[src/inc/scs_pkg.sv]
package scs_pkg;
   // ----------------------------------------------------------------
   // Register map
   // ----------------------------------------------------------------
   localparam logic [7:0] ADDR_DIVIDE = 8'h95;
   localparam logic [7:0] ADDR_SELECT = 8'h96;
   localparam logic [7:0] ADDR_ENABLE = 8'h97;
   localparam logic [7:0] SELECT_RESET = 8'h30;
   localparam logic [7:0] ENABLE_RESET = 8'h30;
   localparam logic [7:0] DIVIDE_RESET = 8'h00;
   // Reserved bit 4 reads back as one in both control registers.
   localparam logic [7:0] RSVD_ONES = 8'h10;
   // ----------------------------------------------------------------
   // Field positions
   // ----------------------------------------------------------------
   localparam int FAST_STABLE_BIT = 5;
   localparam int EXT_STABLE_BIT = 3;
   localparam int CHOICE_LSB = 1;
   localparam int EXT_EN_LSB = 6;
   localparam int FAST_EN_BIT = 5;
   localparam int FAULT_BIT = 0;
   // ----------------------------------------------------------------
   // Source codes
   // ----------------------------------------------------------------
   localparam logic [1:0] SRC_FAST = 2'h0;
   localparam logic [1:0] SRC_EXT = 2'h1;
   localparam logic [1:0] SRC_SLOW = 2'h2;
   localparam logic [1:0] SRC_RSVD = 2'h3;
   localparam logic [1:0] EXT_ON_CODE = 2'h3;
   localparam logic [1:0] EXT_RESET = 2'h0;
   localparam logic [8:0] DIV_ZERO = 9'h000;
   // ----------------------------------------------------------------
   // Switch sequencer states
   // ----------------------------------------------------------------
   typedef enum logic [2:0] {
      SCS_RUN = 3'b001,
      SCS_WAIT = 3'b010,
      SCS_SWAP = 3'b100
   } scs_state_t;
endpackage

[src/rtl/scs_clock_switch.sv]
`timescale 1ns/10ps
// Notes on behaviour
// RULE1 - Select and enable registers write only while timed access is open.
// RULE2 - Select bit 5 shows fast oscillator enabled and stable.
// RULE3 - Select bit 3 shows external input enabled and stable.
// RULE4 - Choice 00 fast, 01 external, 10 slow, 11 reserved.
// RULE5 - Choice field reads back as written, not the active source.
// RULE6 - External input enabled only by enable field code 11.
// RULE7 - Enable bit 5 switches the fast oscillator on or off.
// RULE8 - Programming mode forces fast oscillator on, enable and stable set.
// RULE9 - Leaving programming mode restores the fast enable and stable bits.
// RULE10 - Fault flag reads zero after a successful switch.
// RULE11 - Fault set on bad target; held until unstable target settles.
// RULE12 - System clock is the source divided by an integer, down to 1/510.
// RULE13 - Divider changes take effect without stalling anything.
// RULE14 - A write disabling the running source is ignored entirely.
// RULE15 - Selecting a disabled source keeps the clock and sets fault.
// RULE16 - Enabled unstable target: wait, then switch and clear fault.
// RULE17 - Divider 00 passes the source; N gives source over 2N.
// RULE18 - Source changeover happens only while output is low, no runt.
// RULE19 - Reset selects a running fast oscillator, slow one enabled.
module scs_clock_switch (
   input wire logic clk,
   input wire logic rst,
   input wire logic [7:0] sfr_addr,
   input wire logic [7:0] sfr_wdata,
   input wire logic sfr_we,
   input wire logic timed_access,
   input wire logic in_app_program_enable,
   input wire logic fast_rc_tick,
   input wire logic slow_rc_tick,
   input wire logic ext_tick,
   input wire logic fast_rc_ready,
   input wire logic ext_ready,
   output logic [7:0] sfr_rdata,
   output logic fast_rc_on,
   output logic ext_input_on,
   output logic sys_clk_out,
   output logic [1:0] active_source
);
   // ----------------------------------------------------------------
   // State
   // ----------------------------------------------------------------
   logic [1:0] choice_q;
   logic [1:0] ext_en_q;
   logic fast_en_q;
   logic fault_q;
   logic [7:0] divide_q;
   logic [1:0] active_q;
   logic [1:0] target_q;
   logic [8:0] cnt_q;
   logic clk_q;
   scs_pkg::scs_state_t state_q;
   // Decoded status and strobes, all combinational.
   logic fast_eff, fast_stable, ext_en, ext_stable, src_tick;
   logic terminal, swap_now, sel_wr, en_wr, en_wr_ok;

   // Stable view of a source; the slow oscillator never goes away.
   function automatic logic src_stable(input logic [1:0] code,
                                       input logic fs, input logic es);
      if (code == scs_pkg::SRC_FAST) begin
         src_stable = fs;
      end else if (code == scs_pkg::SRC_EXT) begin
         src_stable = es;
      end else if (code == scs_pkg::SRC_SLOW) begin
         src_stable = 1'b1;
      end else begin
         src_stable = 1'b0;
      end
   endfunction

   // Enabled view of a source, before any settling.
   function automatic logic src_enabled(input logic [1:0] code,
                                        input logic fe, input logic ee);
      if (code == scs_pkg::SRC_FAST) begin
         src_enabled = fe;
      end else if (code == scs_pkg::SRC_EXT) begin
         src_enabled = ee;
      end else begin
         src_enabled = (code == scs_pkg::SRC_SLOW);
      end
   endfunction

   // ----------------------------------------------------------------
   // Status and decode
   // ----------------------------------------------------------------
   // RULE8 RULE9 forced enable: the stored bit is untouched, so it returns.
   assign fast_eff = fast_en_q | in_app_program_enable;
   // RULE2 fast status.
   assign fast_stable = in_app_program_enable | (fast_en_q & fast_rc_ready);
   // RULE6 external enable code.
   assign ext_en = (ext_en_q == scs_pkg::EXT_ON_CODE);
   // RULE3 external status.
   assign ext_stable = ext_en & ext_ready;
   // RULE1 timed access gate.
   assign sel_wr = sfr_we & timed_access & (sfr_addr == scs_pkg::ADDR_SELECT);
   assign en_wr = sfr_we & timed_access & (sfr_addr == scs_pkg::ADDR_ENABLE);
   // RULE14 refuse a write that would stop the running source.
   assign en_wr_ok = en_wr &&
      !((active_q == scs_pkg::SRC_FAST) && !sfr_wdata[scs_pkg::FAST_EN_BIT]
        && !in_app_program_enable) &&
      !((active_q == scs_pkg::SRC_EXT) &&
        (sfr_wdata[scs_pkg::EXT_EN_LSB +: 2] != scs_pkg::EXT_ON_CODE));

   // ----------------------------------------------------------------
   // Register file
   // ----------------------------------------------------------------
   // Enable register; RULE19 reset leaves the fast oscillator on.
   always_ff @(posedge clk or posedge rst) begin
      if (rst) begin
         ext_en_q <= scs_pkg::EXT_RESET;
         fast_en_q <= scs_pkg::ENABLE_RESET[scs_pkg::FAST_EN_BIT];
      end else if (en_wr_ok) begin
         // RULE7 fast enable bit.
         ext_en_q <= sfr_wdata[scs_pkg::EXT_EN_LSB +: 2];
         fast_en_q <= sfr_wdata[scs_pkg::FAST_EN_BIT];
      end
   end

   // RULE4 RULE5 choice field is stored as written and never rewritten.
   always_ff @(posedge clk or posedge rst) begin
      if (rst) begin
         choice_q <= scs_pkg::SELECT_RESET[scs_pkg::CHOICE_LSB +: 2];
      end else if (sel_wr) begin
         choice_q <= sfr_wdata[scs_pkg::CHOICE_LSB +: 2];
      end
   end

   // RULE13 divider is open to writes at any time, all pages, unprotected.
   always_ff @(posedge clk or posedge rst) begin
      if (rst) begin
         divide_q <= scs_pkg::DIVIDE_RESET;
      end else if (sfr_we && sfr_addr == scs_pkg::ADDR_DIVIDE) begin
         divide_q <= sfr_wdata;
      end
   end

   // Registered read port; unmapped addresses read zero.
   always_ff @(posedge clk or posedge rst) begin
      if (rst) begin
         sfr_rdata <= 8'h00;
      end else if (sfr_addr == scs_pkg::ADDR_SELECT) begin
         sfr_rdata <= scs_pkg::RSVD_ONES |
            {2'h0, fast_stable, 1'b0, ext_stable, choice_q, 1'b0};
      end else if (sfr_addr == scs_pkg::ADDR_ENABLE) begin
         sfr_rdata <= scs_pkg::RSVD_ONES |
            {ext_en_q, fast_eff, 4'h0, fault_q};
      end else if (sfr_addr == scs_pkg::ADDR_DIVIDE) begin
         sfr_rdata <= divide_q;
      end else begin
         sfr_rdata <= 8'h00;
      end
   end

   // ----------------------------------------------------------------
   // Switch sequencer
   // ----------------------------------------------------------------
   // Changeover lands on a falling output edge; a select write wins it.
   assign swap_now = (state_q == scs_pkg::SCS_SWAP) && terminal && clk_q
      && !sel_wr;

   // A new select write always restarts the decision, even mid-wait.
   always_ff @(posedge clk or posedge rst) begin
      if (rst) begin
         state_q <= scs_pkg::SCS_RUN;
         target_q <= scs_pkg::SRC_FAST;
         fault_q <= 1'b0;
      end else if (sel_wr) begin
         target_q <= sfr_wdata[scs_pkg::CHOICE_LSB +: 2];
         if (!src_enabled(sfr_wdata[scs_pkg::CHOICE_LSB +: 2], fast_eff,
                          ext_en)) begin
            // RULE15 disabled target: flag it, keep the clock.
            state_q <= scs_pkg::SCS_RUN;
            fault_q <= 1'b1;
         end else if (!src_stable(sfr_wdata[scs_pkg::CHOICE_LSB +: 2],
                                  fast_stable, ext_stable)) begin
            // RULE11 unstable target: flag until it settles.
            state_q <= scs_pkg::SCS_WAIT;
            fault_q <= 1'b1;
         end else begin
            state_q <= scs_pkg::SCS_SWAP;
         end
      end else begin
         case (state_q)
            scs_pkg::SCS_WAIT: begin
               // RULE16 background wait for stability.
               if (src_stable(target_q, fast_stable, ext_stable)) begin
                  state_q <= scs_pkg::SCS_SWAP;
               end
            end
            scs_pkg::SCS_SWAP: begin
               // RULE10 success clears the flag.
               if (swap_now) begin
                  state_q <= scs_pkg::SCS_RUN;
                  fault_q <= 1'b0;
               end
            end
            default: begin
               state_q <= scs_pkg::SCS_RUN;
            end
         endcase
      end
   end

   // RULE18 source changes only at a falling output edge.
   always_ff @(posedge clk or posedge rst) begin
      if (rst) begin
         active_q <= scs_pkg::SRC_FAST;
      end else if (swap_now) begin
         active_q <= target_q;
      end
   end

   // ----------------------------------------------------------------
   // Divider
   // ----------------------------------------------------------------
   // Each tick marks one half period of the chosen oscillator.
   always_comb begin
      if (active_q == scs_pkg::SRC_EXT) begin
         src_tick = ext_tick;
      end else if (active_q == scs_pkg::SRC_SLOW) begin
         src_tick = slow_rc_tick;
      end else begin
         src_tick = fast_rc_tick;
      end
   end

   // RULE17 half period is one tick for 00, else 2N ticks (up to 510).
   assign terminal = src_tick &&
      ((divide_q == 8'h00) || (cnt_q + 9'h001 >= {divide_q, 1'b0}));

   // RULE12 RULE13 divide value is compared on every source tick, so a new one acts within the current half period.
   always_ff @(posedge clk or posedge rst) begin
      if (rst) begin
         cnt_q <= scs_pkg::DIV_ZERO;
         clk_q <= 1'b0;
      end else if (terminal) begin
         cnt_q <= scs_pkg::DIV_ZERO;
         clk_q <= ~clk_q;
      end else if (src_tick) begin
         cnt_q <= cnt_q + 9'h001;
      end
   end

   // Pin and oscillator controls; the slow oscillator is always on.
   always_ff @(posedge clk or posedge rst) begin
      if (rst) begin
         fast_rc_on <= 1'b1;
         ext_input_on <= 1'b0;
         sys_clk_out <= 1'b0;
         active_source <= scs_pkg::SRC_FAST;
      end else begin
         fast_rc_on <= fast_eff;
         ext_input_on <= ext_en;
         sys_clk_out <= clk_q;
         active_source <= active_q;
      end
   end
endmodule // scs_clock_switch

[config.mk]
export PLATFORM = sky130hd
export DESIGN_NAME = scs_clock_switch
export DESIGN_NICKNAME = d
export VERILOG_FILES = /design/src/inc/scs_pkg.sv /design/src/rtl/scs_clock_switch.sv
export SDC_FILE = /design/constraint.sdc
export NUM_CORES = 1
export LEC_CHECK = 0
export ABC_AREA = 1
export BUFFER_PORTS_ARGS = -buffer_cell sky130_fd_sc_hd__buf_2
export CORE_ASPECT_RATIO = 1.25
export CORE_MARGIN = 4
export CORE_UTILIZATION = 62
export CTS_BUF_LIST = sky130_fd_sc_hd__clkbuf_8
export CTS_CLUSTER_DIAMETER = 60
export DETAILED_ROUTE_END_ITERATION = 8
export MAX_ROUTING_LAYER = met4
export PLACE_DENSITY = 0.87
export SYNTH_ARGS = -nofsm -noshare
export SYNTH_HDL_FRONTEND = slang
export SYNTH_SLANG_ARGS = --single-unit
[constraint.sdc]
create_clock -name clk -period 3.5 [get_ports clk]
set_input_delay 0.35 -clock clk [delete_from_list [all_inputs] [get_ports clk]]
set_output_delay 0.35 -clock clk [all_outputs]
set_load 0.01 [all_outputs]
# ---- Word level (Yosys, flattened, before mapping)
# Index checks and enable logic that the tools add are counted.
dict set report totals {
  out_inout_bits 13
  elab_cells 96
  reg_bits 42
  in_bits 26
}
dict set report classes {
  bitwise 8
  magnitude_cmp 1
  eq_ne 16
  reduce_logical 25
  n_mux 31
  n_addsub 1
}
# operator n
set ops {}
lappend ops {{$eq 8x8->1 const B} 3}
lappend ops {{$mux 8} 3}
lappend ops {{$mux 1} 20}
lappend ops {{$mux 9} 2}
lappend ops {{$mux 3} 5}
lappend ops {{$logic_and 1x1->1} 10}
lappend ops {{$add 9x1->9 const B} 1}
lappend ops {{$ge 9x9->1} 1}
lappend ops {{$eq 2x2->1 const B} 4}
lappend ops {{$logic_not 8->1} 1}
lappend ops {{$eq 2x1->1 const B} 3}
lappend ops {{$logic_not 2->1} 3}
lappend ops {{$ne 3x3->1 const B} 2}
lappend ops {{$pmux 3 s2} 1}
lappend ops {{$reduce_bool 2->1} 3}
lappend ops {{$and 1x1->1} 5}
lappend ops {{$logic_not 1->1} 5}
lappend ops {{$eq 3x2->1 const B} 1}
lappend ops {{$eq 3x3->1 const B} 1}
lappend ops {{$ne 3x2->1 const B} 1}
lappend ops {{$reduce_and 3->1} 1}
lappend ops {{$ne 2x2->1 const B} 1}
lappend ops {{$or 1x1->1} 2}
lappend ops {{$reduce_and 2->1} 1}
lappend ops {{2 further kinds} 2}

# ---- Depth between registers and ports, before layout
dict set report depth {
  word_depth 10
  mapped_depth 18
  mapped_depth_nobuf 18
}

# ---- Least setup slack after synthesis
# No wires, ideal clock.
dict set report synth_timing {
  path_kind {register to register}
  startpoint {reg cnt_q[0]}
  endpoint {reg active_q[0]}
  path_slack_ns 1.259
  stages_incl_launch_ff 17
  arrival_ns 2.164
  synth_period_minus_slack_ns 2.241
  n_path_buf 0
  required_ns 3.424
  setup_time_ns 0.076
  cell_sequence {dfrtp_1 > ha_1 > nand2_1 > inv_1 > nand4_1 > nor3_1 > xnor2_1 > inv_1 > ha_1 > nand2_1 > nor2_1 > nand2_1 > nand3_1 > nand3_1 > nor2_1 > nand2_1 > o21ai_1}
}
dict set report synth_between {
  elab_chain_len 7
}
# element line
set synth_lines {}
lappend synth_lines {{start: declaration} scs_clock_switch.sv:51} ;# logic [8:0] cnt_q;
lappend synth_lines {{start signal: assignment} scs_clock_switch.sv:235} ;# cnt_q <= scs_pkg::DIV_ZERO;
lappend synth_lines {{start signal: assignment} scs_clock_switch.sv:238} ;# cnt_q <= scs_pkg::DIV_ZERO;
lappend synth_lines {{start signal: assignment} scs_clock_switch.sv:241} ;# cnt_q <= cnt_q + 9'h001;
lappend synth_lines {{$add 9x1->9} scs_clock_switch.sv:230} ;# ((divide_q == 8'h00) || (cnt_q + 9'h001 >= {divide_q, 1'b0}));
lappend synth_lines {{$ge 9x9->1} scs_clock_switch.sv:230}
lappend synth_lines {{$logic_or 1x1->1} scs_clock_switch.sv:230}
lappend synth_lines {{$logic_and 1x1->1} scs_clock_switch.sv:229} ;# assign terminal = src_tick &&
lappend synth_lines {{$logic_and 1x1->1 (2 in a row)} scs_clock_switch.sv:159} ;# assign swap_now = (state_q == scs_pkg::SCS_SWAP) && terminal && clk_q
lappend synth_lines {{$logic_and 1x1->1} scs_clock_switch.sv:160} ;# && !sel_wr;
lappend synth_lines {{end signal: assignment} scs_clock_switch.sv:208} ;# active_q <= scs_pkg::SRC_FAST;
lappend synth_lines {{end signal: assignment} scs_clock_switch.sv:210} ;# active_q <= target_q;
lappend synth_lines {{end: declaration} scs_clock_switch.sv:49} ;# logic [1:0] active_q;
# No other way between the ends.
# A chain may end at the register's enable or synchronous reset.

# ---- Worst setup path in the final report
# Same ends and word-level chain as after synthesis.

==> results.yml <==
run_status:
  status: "complete, no violations"
timing:
  slew_violations: 0
  finalSetupViolations: 0
  worst_pin_slew_ps: 822
  setup_tns_ps: 0
  fin_skew_ps: 10.8
  finalCriticalPeriod_ps: 2580
  rsz0062_at_grt: "no"
  fin_crit_sh_pct: 73.8
  hold_violations: 0
  max_slew_margin_pct: 45.2
  max_freq_mhz: 387
  hold_slack_ps: 209
critical_path:
  slowest_stage: "dfrtp_1"
  cp_slowest_stage_delay_ps: 420
  critPathKind: "flip-flop to flip-flop"
  cp_cell_sequence: "ha_1 -> nand2_1 -> inv_1 -> nand4_1 -> nor3_1 -> xnor2_1 -> inv_1 -> ha_1 -> nand2_1 -> nor2_1 -> nand2_1 -> nand3_1 -> nand3_1 -> nor2_1 -> nand2_1 -> o21ai_1"
  required_ps: 3720
  path_buf_inv: 2
  worstSetupStartpointType: "flip-flop"
  reg2reg_slack_ps: 920
  r2r_cells: 16
  cp-end-kind: "flip-flop"
  arrival_ps: 2800
  crit_family: "simple AND/OR/NAND/NOR gates"
  critPathMostFrequentCell: "nand2_1"
  r2r_end: "active_q[0]"
  path_max_fanout: 5
  reg2reg_from: "cnt_q[0]"
route:
  drcViolationCount: 0
  vias: 1878
  met3_length_um: 276
  antenna_left: 0
  wl_mm: 4.70
  highest_layer: "met4"
  drtIter0Drc: 132
  via_per_inst: 5.43
  drt-met1-wl_mm: 1.87
  wl_per_cell_um: 13.6
  wl_met2_mm: 2.36
  dr.pass1.iters: 4
die:
  start_util_pct: 64.2
  ios: 39
  die_h_um: 74.9
  die_w_um: 61.5
  dieArea_um2: 4600
  row_count: 24
  core-area_um2: 3450
placement:
  dp.cells: 338
  port_buffers: 38
  hpwlAfterDp_mm: 3.71
  gp_congestion: 0.930
grt:
  grt_first_pass_wirelength_mm: 7.91
  antenna_found_initial: 0
  grt.total_usage_pct: 24.4
  grt-ovfl-total: 0
  grt_max_degree: 23
  grt_pass1_vias: 1814
synth:
  ys_seq_area_share_pct: 47.6
  synth_edf_count: 0
  synth_seq_cells: 42
  synthFlopType: "dfrtp_1"
  netlist_area_um2: 2220
  synth.avg_cell_area_um2: 8.49
  ys_async_sr_fraction_pct: 100
  syn_nets: 296
  netlist-cell-type-count: 35
  synth_warnings: 0
  netlist_instances: 261
power_and_ir_drop:
  ir_drop_v: 0.000307
  p_per_area_nw_per_um2: 438
  leakage_nw: 1.30
clocking:
  hold_buffers: 0
  cts-root-buf: "clkbuf_8"
  clk_pin_slew_worst_paths_ps: 80
  cts_buffers: 5
  tritoncts: "done"
  cts_sinks: 42
  post_cts_buffers: 0
  cts_resized: 0
  clock_latency_ps: 290
  htreeDepth: 2
  cts_buffer_depth: 2
cells_and_area:
  final_net_count: 341
  final_common_cell: "nand2_1"
  final_cell_mix: "nand2_1, inv_1, dfrtp_1"
  multiInputGateArea_um2: 966
  layout.cells.non_filler: 346
  final_util_pct: 73.6
  antenna_cells: 0
  seq_area_um2: 1050
  n_fill_cell: 267
  area_growth_pct: 14.7
  drive_above_1_share_pct: 24.1
worst_hold_path:
  hold_path_class: "input port to asynchronous set/reset pin"
job:
  cap_violations: 0
layout make-up:
class	instances	area share, %
Clock buffer	6	3.25
Clock inverter	2	0.295
Inverter	48	7.28
Multi-Input combinational cell	170	38.0
Sequential cell	42	41.5
Tap cell	39	1.92
Timing Repair Buffer	39	7.78
kinds of logic (layout without fill, tap and decap cells):
family / Yosys count / in the layout / share of synthesized area (%)
fa+ha+maj: 9 / 9 / 5.08
simple gates: 113 / 113 / 25.3
compound gates: 43 / 43 / 11.2
xor+xnor: 5 / 5 / 1.98
buf+inv: 49 / 95 / 8.86
flops: 42 / 42 / 47.6
worst max path at each step:
stage          slack (ps)  cells past startpoint     start           to
5_1_grt               620                     16  cnt_q[0]  active_q[1]
3_3_place_gp         1130                     16  cnt_q[0]  active_q[0]
3_5_place_dp          940                     16  cnt_q[0]  active_q[0]
2_1_floorplan        1260                     16  cnt_q[0]  active_q[0]
4_1_cts               920                     16  cnt_q[0]  active_q[0]
6_report              920                     16  cnt_q[0]  active_q[0]
worst reg2reg max path, stage by stage, from the launching register on:
cell and delay, ps:
dfrtp_1 420, ha_1 200, nand2_1 90, inv_1 80
nand4_1 120, nor3_1 230, xnor2_1 180, inv_1 70
ha_1 290, nand2_1 50, nor2_1 90, nand2_1 50
nand3_1 120, nand3_1 130, nor2_1 220, nand2_1 80
o21ai_1 80
synthesized netlist by cell type, types with 3 or more instances:
library cell,n,area (um^2)
nand2_2,4,25.0
dfstp_2,3,78.8
nand3_1,7,35.0
o22ai_1,7,43.8
nor3_1,4,20.0
nor2_2,4,25.0
xor2_1,4,35.0
nand4_1,3,18.8
nand2_1,54,203
ha_1,9,113
inv_1,41,154
o21ai_0,13,65.1
inv_2,5,18.8
o21ai_1,14,70.1
o21ai_2,3,26.3
dfrtp_1,39,976
nor2_1,25,93.8
per-stage QoR:
stage / total power, W / worst slack, ps / cell area [um^2]
floorplan: 0.000736 / 1260 / 2220
global placement: 0.000800 / 1130 / 2450
detailed placement: 0.000811 / 943 / 2450
CTS: 0.00112 / 924 / 2540
global route: 0.00119 / 619 / 2540
finish: 0.00111 / 919 / 2540
sequential cells by signal (all words and copies together) (netlist names):
| signal | count |
|---|---|
| fast_rc_on | 1 |
| divide_q | 8 |
| sys_clk_out | 1 |
| active_source | 2 |
| fault_q | 1 |
| ext_input_on | 1 |
| fast_en_q | 1 |
| state_q | 3 |
| active_q | 2 |
| ext_en_q | 2 |
| cnt_q | 9 |
| sfr_rdata | 8 |
| target_q | 2 |
| clk_q | 1 |
routing by layer:
metal,track usage [%],up-vias
met5,-,-
met4,15.3,0
met3,4.80,21
met2,37.1,71
met1,29.2,855
li1,-,931
power by group:
group          internal (W)  total, W  switching (W)  leakage, nW
sequential         0.000537  0.000573      0.0000357        0.481
clock              0.000155  0.000309       0.000154       0.0538
combinational     0.0000893  0.000231       0.000142        0.767
Note: power is estimated with default switching activity, not from simulation.
